### config.mk
export PLATFORM = sky130hd
export DESIGN_NAME = alc_ddg
export DESIGN_NICKNAME = d
export VERILOG_FILES = /design/src/alc_ddg_pkg.sv /design/src/alc_ddg.sv
export VERILOG_INCLUDE_DIRS = /design/src
export SDC_FILE = /design/constraint.sdc
export NUM_CORES = 1
export LEC_CHECK = 0
export BUFFER_PORTS_ARGS = -buffer_cell sky130_fd_sc_hd__buf_2
export CORE_UTILIZATION = 49
export CTS_BUF_LIST = sky130_fd_sc_hd__clkbuf_16
export CTS_CLUSTER_SIZE = 12
export DETAILED_ROUTE_END_ITERATION = 16
export MAX_ROUTING_LAYER = met4
export PLACE_DENSITY = 0.8
export SLEW_MARGIN = 20
export SYNTH_ARGS = -nofsm -noshare
export SYNTH_HDL_FRONTEND = slang
export SYNTH_SLANG_ARGS = --single-unit
export TNS_END_PERCENT = 5
### constraint.sdc
create_clock -name clock -period 2 [get_ports clock]
set_clock_uncertainty 0.05 [all_clocks]
set_input_delay 0.4 -clock clock [delete_from_list [all_inputs] [get_ports clock]]
set_output_delay 0.4 -clock clock [all_outputs]
set_load 0.1 [all_outputs]
### src/alc_ddg_map.svh
// Address map, field positions, reset values and timing constants of the level control block.
`ifndef ALC_DDG_MAP_SVH
`define ALC_DDG_MAP_SVH

// Register indices; the byte address of each is four times its index.
`define ALC_IDX_DECAY 8'h5A
`define ALC_IDX_NOISE 8'h5B
`define ALC_IDX_SIGNAL 8'h5C
`define ALC_IDX_GAIN 8'h5D
`define ALC_IDX_SHIFT 2

// Field positions inside the decay register.
`define ALC_DECAY_TIME_HI 7
`define ALC_DECAY_TIME_LO 3
`define ALC_DECAY_SCALE_HI 2
`define ALC_DECAY_SCALE_LO 0

// Top bit positions of the debounce register fields.
`define ALC_NOISE_HI 4
`define ALC_SIGNAL_HI 3

// Reset values of the fields and of the gain status.
`define ALC_RST_DECAY_TIME 5'h00
`define ALC_RST_DECAY_SCALE 3'h0
`define ALC_RST_NOISE 5'h00
`define ALC_RST_SIGNAL 4'h0
`define ALC_RST_GAIN 8'h00

// Timing constants, counted in ADC word clocks.
`define ALC_DECAY_UNIT_SHIFT 9
`define ALC_EXP_BREAK 5'h04
`define ALC_NOISE_LIN_FIRST 5'h0C
`define ALC_NOISE_LIN_BASE 5'h0A
`define ALC_NOISE_LIN_MAX 5'h14
`define ALC_NOISE_LIN_UNIT 17'h01000
`define ALC_SIGNAL_LIN_FIRST 4'hB
`define ALC_SIGNAL_LIN_BASE 4'h9
`define ALC_SIGNAL_LIN_UNIT 14'h0800

// Applied gain limits in half decibel steps.
`define ALC_GAIN_MIN 8'hE8
`define ALC_GAIN_MAX 8'h74

// Bus responses.
`define ALC_RESP_OKAY 2'h0
`define ALC_RESP_SLVERR 2'h2

`endif

### src/alc_ddg_pkg.sv
// Types shared by the level control decay, debounce and gain status block.
package alc_ddg_pkg;

  // Register selected by a bus address.
  typedef enum logic [2:0] {
    ALC_SEL_DECAY = 3'h0,
    ALC_SEL_NOISE = 3'h1,
    ALC_SEL_SIGNAL = 3'h2,
    ALC_SEL_GAIN = 3'h3,
    ALC_SEL_NONE = 3'h4
  } alc_sel_t;

endpackage : alc_ddg_pkg

### src/alc_ddg.sv
// Decay time, debounce times and applied gain status of the left level control channel.
//
// The AXI4-Lite register port is this design's own decision.
`include "alc_ddg_map.svh"

// Notes on behaviour
// RQ1 - Decay time is (2N+1) times 512.
// RQ2 - Decay scale multiplies by two to N.
// RQ3 - Noise debounce code one zero, then doubling.
// RQ4 - Upper noise codes linear in 4096, capped twenty.
// RQ5 - Signal debounce code one zero, then doubling.
// RQ6 - Upper signal codes linear in 2048 steps.
// RQ7 - Applied gain read back as signed halfdB.
// RQ8 - Reserved bits read zero; software writes zero.
// RQ9 - Reset clears timings and gain status.
// RQ10 - Zero noise threshold disables noise debounce.
// RQ11 - Zero debounce code means no delay.
module alc_ddg
  import alc_ddg_pkg::*;
(
  input wire logic clock,
  input wire logic rst_n,
  // Write address channel.
  input wire logic [31:0] s_axi_awaddr,
  input wire logic [2:0] s_axi_awprot,
  input wire logic s_axi_awvalid,
  output logic s_axi_awready,
  // Write data channel.
  input wire logic [31:0] s_axi_wdata,
  input wire logic [3:0] s_axi_wstrb,
  input wire logic s_axi_wvalid,
  output logic s_axi_wready,
  // Write response channel.
  output logic [1:0] s_axi_bresp,
  output logic s_axi_bvalid,
  input wire logic s_axi_bready,
  // Read address channel.
  input wire logic [31:0] s_axi_araddr,
  input wire logic [2:0] s_axi_arprot,
  input wire logic s_axi_arvalid,
  output logic s_axi_arready,
  // Read data channel.
  output logic [31:0] s_axi_rdata,
  output logic [1:0] s_axi_rresp,
  output logic s_axi_rvalid,
  input wire logic s_axi_rready,
  // Gain the level control loop applies now, same clock domain.
  input wire logic [7:0] appliedGain,
  // Noise threshold field of the neighbouring control register.
  input wire logic [4:0] noiseThreshold,
  // Decay interval in ADC word clocks.
  output logic [21:0] decayWordClocks,
  // Noise debounce interval in ADC word clocks.
  output logic [16:0] noiseDebounceWordClocks,
  // Signal debounce interval in ADC word clocks.
  output logic [13:0] signalDebounceWordClocks,
  // High while the noise gate is in use.
  output logic noiseGateEnable
);

  // Maps a byte address onto a register; misaligned or foreign words select none.
  function automatic alc_sel_t decodeAddr(input logic [31:0] addr);
    alc_sel_t sel;
    sel = ALC_SEL_NONE;
    if (addr[1:0] == 2'h0 && addr[31:10] == 22'h000000) begin
      unique case (addr[9:`ALC_IDX_SHIFT])
        `ALC_IDX_DECAY: sel = ALC_SEL_DECAY;
        `ALC_IDX_NOISE: sel = ALC_SEL_NOISE;
        `ALC_IDX_SIGNAL: sel = ALC_SEL_SIGNAL;
        `ALC_IDX_GAIN: sel = ALC_SEL_GAIN;
        default: sel = ALC_SEL_NONE;
      endcase
    end
    return sel;
  endfunction : decodeAddr

  // Doubling part of both debounce tables: codes 0 and 1 give no delay,
  // codes 2 and 3 give 4 and 8, and from code 4 on the value is two to code plus one.
  function automatic logic [16:0] expTime(input logic [4:0] code);
    logic [16:0] t;
    t = 17'h00000;
    if (code >= `ALC_EXP_BREAK) begin
      t = 17'h00001 << (code + 5'h01);
    end else if (code > 5'h01) begin
      t = 17'h00001 << code;
    end
    return t;
  endfunction : expTime

  // Stored control fields; reserved bits are not stored at all.
  logic [4:0] decayTime_q;
  logic [2:0] decayScale_q;
  logic [4:0] noiseCode_q;
  logic [3:0] signalCode_q;
  logic [7:0] gainStatus_q;

  // Write path state: captured address and data, each held until the response.
  logic awHeld_q;
  logic wHeld_q;
  logic [31:0] awAddr_q;
  logic [31:0] wData_q;
  logic [3:0] wStrb_q;
  logic bValid_q;
  logic [1:0] bResp_q;
  // Ready flags are flops of their own so the bus sees them straight from a register.
  logic awReady_q;
  logic wReady_q;

  // Read path state.
  logic rValid_q;
  logic [1:0] rResp_q;
  logic [31:0] rData_q;
  // Read address ready, high whenever no read answer is standing.
  logic arReady_q;

  // Computed intervals and gate state.
  logic [21:0] decay_q;
  logic [16:0] noiseDeb_q;
  logic [13:0] signalDeb_q;
  logic gateOn_q;

  // Combinational helpers.
  logic writeFire;
  alc_sel_t wSel;
  alc_sel_t rSel;
  logic [21:0] decay_d;
  logic [16:0] noise_d;
  logic [13:0] signal_d;
  logic [7:0] gain_d;

  // A write completes once both address and data are held and no response is pending.
  assign writeFire = awHeld_q && wHeld_q && !bValid_q;
  assign wSel = decodeAddr(awAddr_q);
  assign rSel = decodeAddr(s_axi_araddr);

  // Address is accepted whenever none is held.
  always_ff @(posedge clock) begin
    if (!rst_n) begin
      awHeld_q <= 1'b0;
      awReady_q <= 1'b1;
      awAddr_q <= 32'h00000000;
    end else if (s_axi_awvalid && !awHeld_q) begin
      awHeld_q <= 1'b1;
      awReady_q <= 1'b0;
      awAddr_q <= s_axi_awaddr;
    end else if (writeFire) begin
      awHeld_q <= 1'b0;
      awReady_q <= 1'b1;
    end
  end

  // Data is accepted whenever none is held, independent of the address.
  always_ff @(posedge clock) begin
    if (!rst_n) begin
      wHeld_q <= 1'b0;
      wReady_q <= 1'b1;
      wData_q <= 32'h00000000;
      wStrb_q <= 4'h0;
    end else if (s_axi_wvalid && !wHeld_q) begin
      wHeld_q <= 1'b1;
      wReady_q <= 1'b0;
      wData_q <= s_axi_wdata;
      wStrb_q <= s_axi_wstrb;
    end else if (writeFire) begin
      wHeld_q <= 1'b0;
      wReady_q <= 1'b1;
    end
  end

  // Write response follows the completed write and stands until taken.
  always_ff @(posedge clock) begin
    if (!rst_n) begin
      bValid_q <= 1'b0;
      bResp_q <= `ALC_RESP_OKAY;
    end else if (writeFire) begin
      bValid_q <= 1'b1;
      // Unmapped words answer with a slave error; the gain word ignores writes.
      bResp_q <= (wSel == ALC_SEL_NONE) ? `ALC_RESP_SLVERR : `ALC_RESP_OKAY;
    end else if (s_axi_bready) begin
      bValid_q <= 1'b0;
    end
  end

  // Control fields; only byte lane 0 carries them and reserved bits are dropped.
  always_ff @(posedge clock) begin
    if (!rst_n) begin
      decayTime_q <= `ALC_RST_DECAY_TIME; // [RQ9]
      decayScale_q <= `ALC_RST_DECAY_SCALE; // [RQ9]
      noiseCode_q <= `ALC_RST_NOISE; // [RQ9]
      signalCode_q <= `ALC_RST_SIGNAL; // [RQ9]
    end else if (writeFire && wStrb_q[0]) begin
      unique case (wSel)
        ALC_SEL_DECAY: begin
          decayTime_q <= wData_q[`ALC_DECAY_TIME_HI:`ALC_DECAY_TIME_LO]; // [RQ1]
          decayScale_q <= wData_q[`ALC_DECAY_SCALE_HI:`ALC_DECAY_SCALE_LO]; // [RQ2]
        end
        ALC_SEL_NOISE: begin
          noiseCode_q <= wData_q[`ALC_NOISE_HI:0]; // [RQ8]
        end
        ALC_SEL_SIGNAL: begin
          signalCode_q <= wData_q[`ALC_SIGNAL_HI:0]; // [RQ8]
        end
        ALC_SEL_GAIN: begin
          // Read-only word: writes leave everything as it was.
        end
        ALC_SEL_NONE: begin
          // Nothing is stored for an unmapped word.
        end
      endcase
    end
  end

  // Read path: one read at a time, data presented the cycle after the address.
  always_ff @(posedge clock) begin
    if (!rst_n) begin
      rValid_q <= 1'b0;
      arReady_q <= 1'b1;
      rResp_q <= `ALC_RESP_OKAY;
      rData_q <= 32'h00000000;
    end else if (s_axi_arvalid && !rValid_q) begin
      rValid_q <= 1'b1;
      arReady_q <= 1'b0;
      rResp_q <= `ALC_RESP_OKAY;
      rData_q <= 32'h00000000;
      // Every unused and reserved bit reads as zero.
      unique case (rSel)
        ALC_SEL_DECAY: begin
          rData_q[`ALC_DECAY_TIME_HI:`ALC_DECAY_TIME_LO] <= decayTime_q;
          rData_q[`ALC_DECAY_SCALE_HI:`ALC_DECAY_SCALE_LO] <= decayScale_q;
        end
        ALC_SEL_NOISE: begin
          rData_q[`ALC_NOISE_HI:0] <= noiseCode_q; // [RQ8]
        end
        ALC_SEL_SIGNAL: begin
          rData_q[`ALC_SIGNAL_HI:0] <= signalCode_q; // [RQ8]
        end
        ALC_SEL_GAIN: begin
          rData_q[7:0] <= gainStatus_q; // [RQ7]
        end
        ALC_SEL_NONE: begin
          rResp_q <= `ALC_RESP_SLVERR;
        end
      endcase
    end else if (s_axi_rready) begin
      rValid_q <= 1'b0;
      arReady_q <= 1'b1;
    end
  end

  // Decay: odd multiple of 512, then shifted by the scale code.
  always_comb begin
    decay_d = 22'({16'h0000, decayTime_q, 1'b1} << `ALC_DECAY_UNIT_SHIFT); // [RQ1]
    decay_d = decay_d << decayScale_q; // [RQ2]
  end

  // Noise debounce: doubling codes, then linear steps of 4096 capped at twenty.
  always_comb begin
    noise_d = expTime(noiseCode_q); // [RQ3] [RQ11]
    if (noiseCode_q >= `ALC_NOISE_LIN_FIRST) begin
      if (noiseCode_q - `ALC_NOISE_LIN_BASE >= `ALC_NOISE_LIN_MAX) begin
        noise_d = 17'(`ALC_NOISE_LIN_MAX * `ALC_NOISE_LIN_UNIT); // [RQ4]
      end else begin
        noise_d = 17'((noiseCode_q - `ALC_NOISE_LIN_BASE) * `ALC_NOISE_LIN_UNIT); // [RQ4]
      end
    end
    // With the gate off the debounce has no effect.
    if (noiseThreshold == 5'h00) begin
      noise_d = 17'h00000; // [RQ10]
    end
  end

  // Signal debounce: doubling codes, then linear steps of 2048.
  always_comb begin
    signal_d = 14'(expTime({1'b0, signalCode_q})); // [RQ5] [RQ11]
    if (signalCode_q >= `ALC_SIGNAL_LIN_FIRST) begin
      signal_d = 14'((signalCode_q - `ALC_SIGNAL_LIN_BASE) * `ALC_SIGNAL_LIN_UNIT); // [RQ6]
    end
  end

  // Applied gain is held inside its documented signed range.
  always_comb begin
    gain_d = appliedGain;
    if ($signed(appliedGain) < $signed(`ALC_GAIN_MIN)) begin
      gain_d = `ALC_GAIN_MIN; // [RQ7]
    end else if ($signed(appliedGain) > $signed(`ALC_GAIN_MAX)) begin
      gain_d = `ALC_GAIN_MAX; // [RQ7]
    end
  end

  // Gain status register follows the loop every cycle.
  always_ff @(posedge clock) begin
    if (!rst_n) begin
      gainStatus_q <= `ALC_RST_GAIN; // [RQ9]
    end else begin
      gainStatus_q <= gain_d; // [RQ7]
    end
  end

  // Registered intervals and gate state for the level control loop.
  always_ff @(posedge clock) begin
    if (!rst_n) begin
      decay_q <= 22'h000000;
      noiseDeb_q <= 17'h00000;
      signalDeb_q <= 14'h0000;
      gateOn_q <= 1'b0;
    end else begin
      decay_q <= decay_d;
      noiseDeb_q <= noise_d;
      signalDeb_q <= signal_d;
      gateOn_q <= (noiseThreshold != 5'h00); // [RQ10]
    end
  end

  // Outputs come straight from the flip-flops above.
  assign s_axi_awready = awReady_q;
  assign s_axi_wready = wReady_q;
  assign s_axi_bvalid = bValid_q;
  assign s_axi_bresp = bResp_q;
  assign s_axi_arready = arReady_q;
  assign s_axi_rvalid = rValid_q;
  assign s_axi_rresp = rResp_q;
  assign s_axi_rdata = rData_q;
  assign decayWordClocks = decay_q;
  assign noiseDebounceWordClocks = noiseDeb_q;
  assign signalDebounceWordClocks = signalDeb_q;
  assign noiseGateEnable = gateOn_q;

endmodule : alc_ddg

==> qor.yml <==
drc: 0
port_buffers: 152
crit_slowest_cell: "dfxtp_1"
firstDrtPassIters: 4
ys_seq_elements: 128
ant_nets: 0
outcome: "finished, final reports clean"
crit_path_max_fanout: 7
cts_root_buf: "clkbuf_16"
final_area_mm2: 0.00718
nets: 960
finalSetupTns_ns: 0
drive_gt1_share_pct: 27.3
cts.clk_slew.worst_paths_ns: 0.06
start_kind: "register"
wl_per_cell_um: 13.1
wl_um: 12800
cts_buffers: 17
fin_crit_sh_pct: 87.8
place_congestion: 0.865
power_density_mw_per_mm2: 910
crit_start: "noiseCode_q[2]"
cp.arrival_ns: 2.01
grt_remaining_overflow: 0
synth_flop_cell: "dfxtp_1"
grt.total_usage_pct: 22.6
core_area_mm2: 0.0114
worstMarginPinSlew_ns: 0.499
insertion_delay_ns: 0.41
htree_levels: 4
grt_pass1_wl_um: 20400
grt_antenna_before_repair: 0
ys_types: 56
crit_cells: 6
r2r_cells: 6
fp-row-count: 39
crit_required_ns: 2.25
grt_max_degree: 34
reg2reg_from: "noiseCode_q[2]"
slew_headroom_pct: 66.7
syn2layout_area_growth_pct: 25.5
die_area_mm2: 0.0121
ys_warn_count: 0
hold_violations: 0
syn-cell-area_mm2: 0.00572
rrSetupSlack_ns: 0.24
cts_hold_buf: 0
path_class: "reg -> reg"
timing.hold.ws_ns: 0.131
yosysSeqAreaShare_pct: 44.8
crit_path_max_incr_delay_ns: 0.45
setup_violations: 0
vias: 4903
placed_cell_area_mm2: 0.00659
ios: 221
maxCapViolCount: 0
ir_drop_mv: 0.426
cts_tree: "done"
first_global_vias: 4540
fmax_mhz: 570
start_util_pct: 50.1
async_reset_ff_share_pct: 0
hold_class: "in -> reg"
cts_num_sinks: 128
path_buf_inv: 1
cp-end-kind: "register"
syn_inst: 656
slew_violations: 0
r2r-end: "noiseDebounceWordClocks[13]"
endpoint: "noiseDebounceWordClocks[13]"
vias_per_cell: 5.04
synth_area_per_cell_um2: 8.72
fp.dieH_um: 110
synth_edf_count: 0
post_cts_resized: 0
critPathTopFamily: "compound AO/OA/AOI/OAI gates"
power.leakage_nw: 3.14
hpwlAfterDp_um: 9400
post-route-min-period_ns: 1.76
cts_setup_buffers: 0
worstPathCellList: "inv_1, ha_1, xor2_1, a31oi_1, o21ai_0, o211a_1"
rsz0062_at_grt: "false"
die_x_um: 110
num_antenna_cells: 0
drtIter0Drc: 228
clock_path_buffers: 2
-- layout by cell type, fill, tap and decap left out, drive strengths merged, types with 4 or more instances in the layout --
cell type,synthesis,final
and2,6,6
nor4,14,14
inv,25,26
nor2,53,53
nand2b,7,7
nor2b,10,10
nand2,136,136
mux2i,23,23
clkinv,0,7
o211ai,5,5
buf,44,175
a21oi,49,49
and3,4,4
nor3,14,14
a32oi,5,5
nand3,7,7
ha,17,17
conb,1,35
o21ai,20,20
dfxtp,128,128
mux4,4,4
nand4,9,9
a31oi,6,6
clkinvlp,0,4
clkbuf,23,17
mux2,6,6
-- power breakdown --
part           total [mW]  internal [mW]  switching, mW
Sequential           2.68           2.63         0.0499
Clock                3.08           1.95           1.13
Combinational       0.780          0.187          0.593
-- per-layer routing --
| metal | global-route usage [%] | vias up | routed length, µm |
|---|---|---|---|
| met5 | - | - | 0 |
| met4 | 8.86 | 0 | 179 |
| met3 | 5.00 | 16 | 765 |
| met2 | 38.1 | 193 | 6210 |
| met1 | 26.1 | 2195 | 5610 |
| li1 | - | 2499 | - |
-- Yosys cell counts (7+ instances only) --
| cell | instances | share of area, % |
|---|---|---|
| nor2b_1 | 10 | 1.1 |
| o21ai_0 | 19 | 1.7 |
| nor4_1 | 10 | 1.1 |
| nor3_1 | 11 | 0.96 |
| a21oi_1 | 49 | 4.3 |
| nor2_1 | 53 | 3.5 |
| dfxtp_1 | 128 | 45 |
| nand2_1 | 136 | 8.9 |
| inv_1 | 24 | 1.6 |
| mux2i_1 | 23 | 4.0 |
| nand3_1 | 7 | 0.61 |
| nand2b_1 | 7 | 0.77 |
| clkbuf_1 | 23 | 1.5 |
| ha_1 | 17 | 3.7 |
| nand4_1 | 7 | 0.77 |
| buf_4 | 35 | 4.6 |
-- sequential cells by signal, indices dropped and copies added, names as in the netlist, 5 cells and up --
| register | cells |
|---|---|
| signalDebounceWordClocks | 14 |
| noiseDebounceWordClocks | 17 |
| wData_q | 8 |
| gainStatus_q | 8 |
| awAddr_q | 32 |
| s_axi_rdata | 8 |
| decayWordClocks | 13 |
| noiseCode_q | 5 |
| decayTime_q | 5 |
-- stage by stage --
step	cells	setup WS (ns)	power [mW]	util, %
floorplan	690	0.0603	3.38	-
global placement	941	0.179	3.50	57.7
detailed placement	941	0.113	3.51	57.7
CTS	973	0.271	6.59	62.9
global route	973	0.0668	6.78	62.9
finish	973	0.245	6.54	62.9
-- logic make-up (layout without fill, tap and decap cells) --
logic type / count (synthesis) / after routing / synth area share [%]
AOI/OAI and AO/OA: 107 / 107 / 11.3
xor gates and xnor gates: 4 / 4 / 0.612
adders and majority gates: 17 / 17 / 3.72
buffers and inverters: 92 / 232 / 8.42
DFF: 128 / 128 / 44.8
muxes: 33 / 33 / 6.97
other: 1 / 35 / 0.0655
and+or+nand+nor: 274 / 274 / 24.2
-- how the worst min path moves through the flow --
stage / from / end / slack (ns) / depth (start not counted)
6_report: s_axi_rready / s_axi_rvalid / 0.13 / 2
5_1_grt: s_axi_rready / s_axi_rvalid / 0.12 / 2
4_1_cts: s_axi_rready / s_axi_rvalid / 0.12 / 2
3_5_place_dp: s_axi_rdata[3] / s_axi_rdata[3] / 0.39 / 2
3_3_place_gp: s_axi_rdata[3] / s_axi_rdata[3] / 0.39 / 2
2_1_floorplan: awAddr_q[1] / awAddr_q[1] / 0.38 / 2
-- final cells by class --
| class | count | area, µm² |
|---|---|---|
| timing repair buffer | 175 | 946 |
| tap | 143 | 179 |
| clock inverter | 15 | 169 |
| sequential | 128 | 2560 |
| multi-input combinational | 470 | 2810 |
| clock buffer | 17 | 425 |
| inverter | 25 | 93.8 |
| fill | 973 | 4230 |
(Power assumes the default switching activity.)
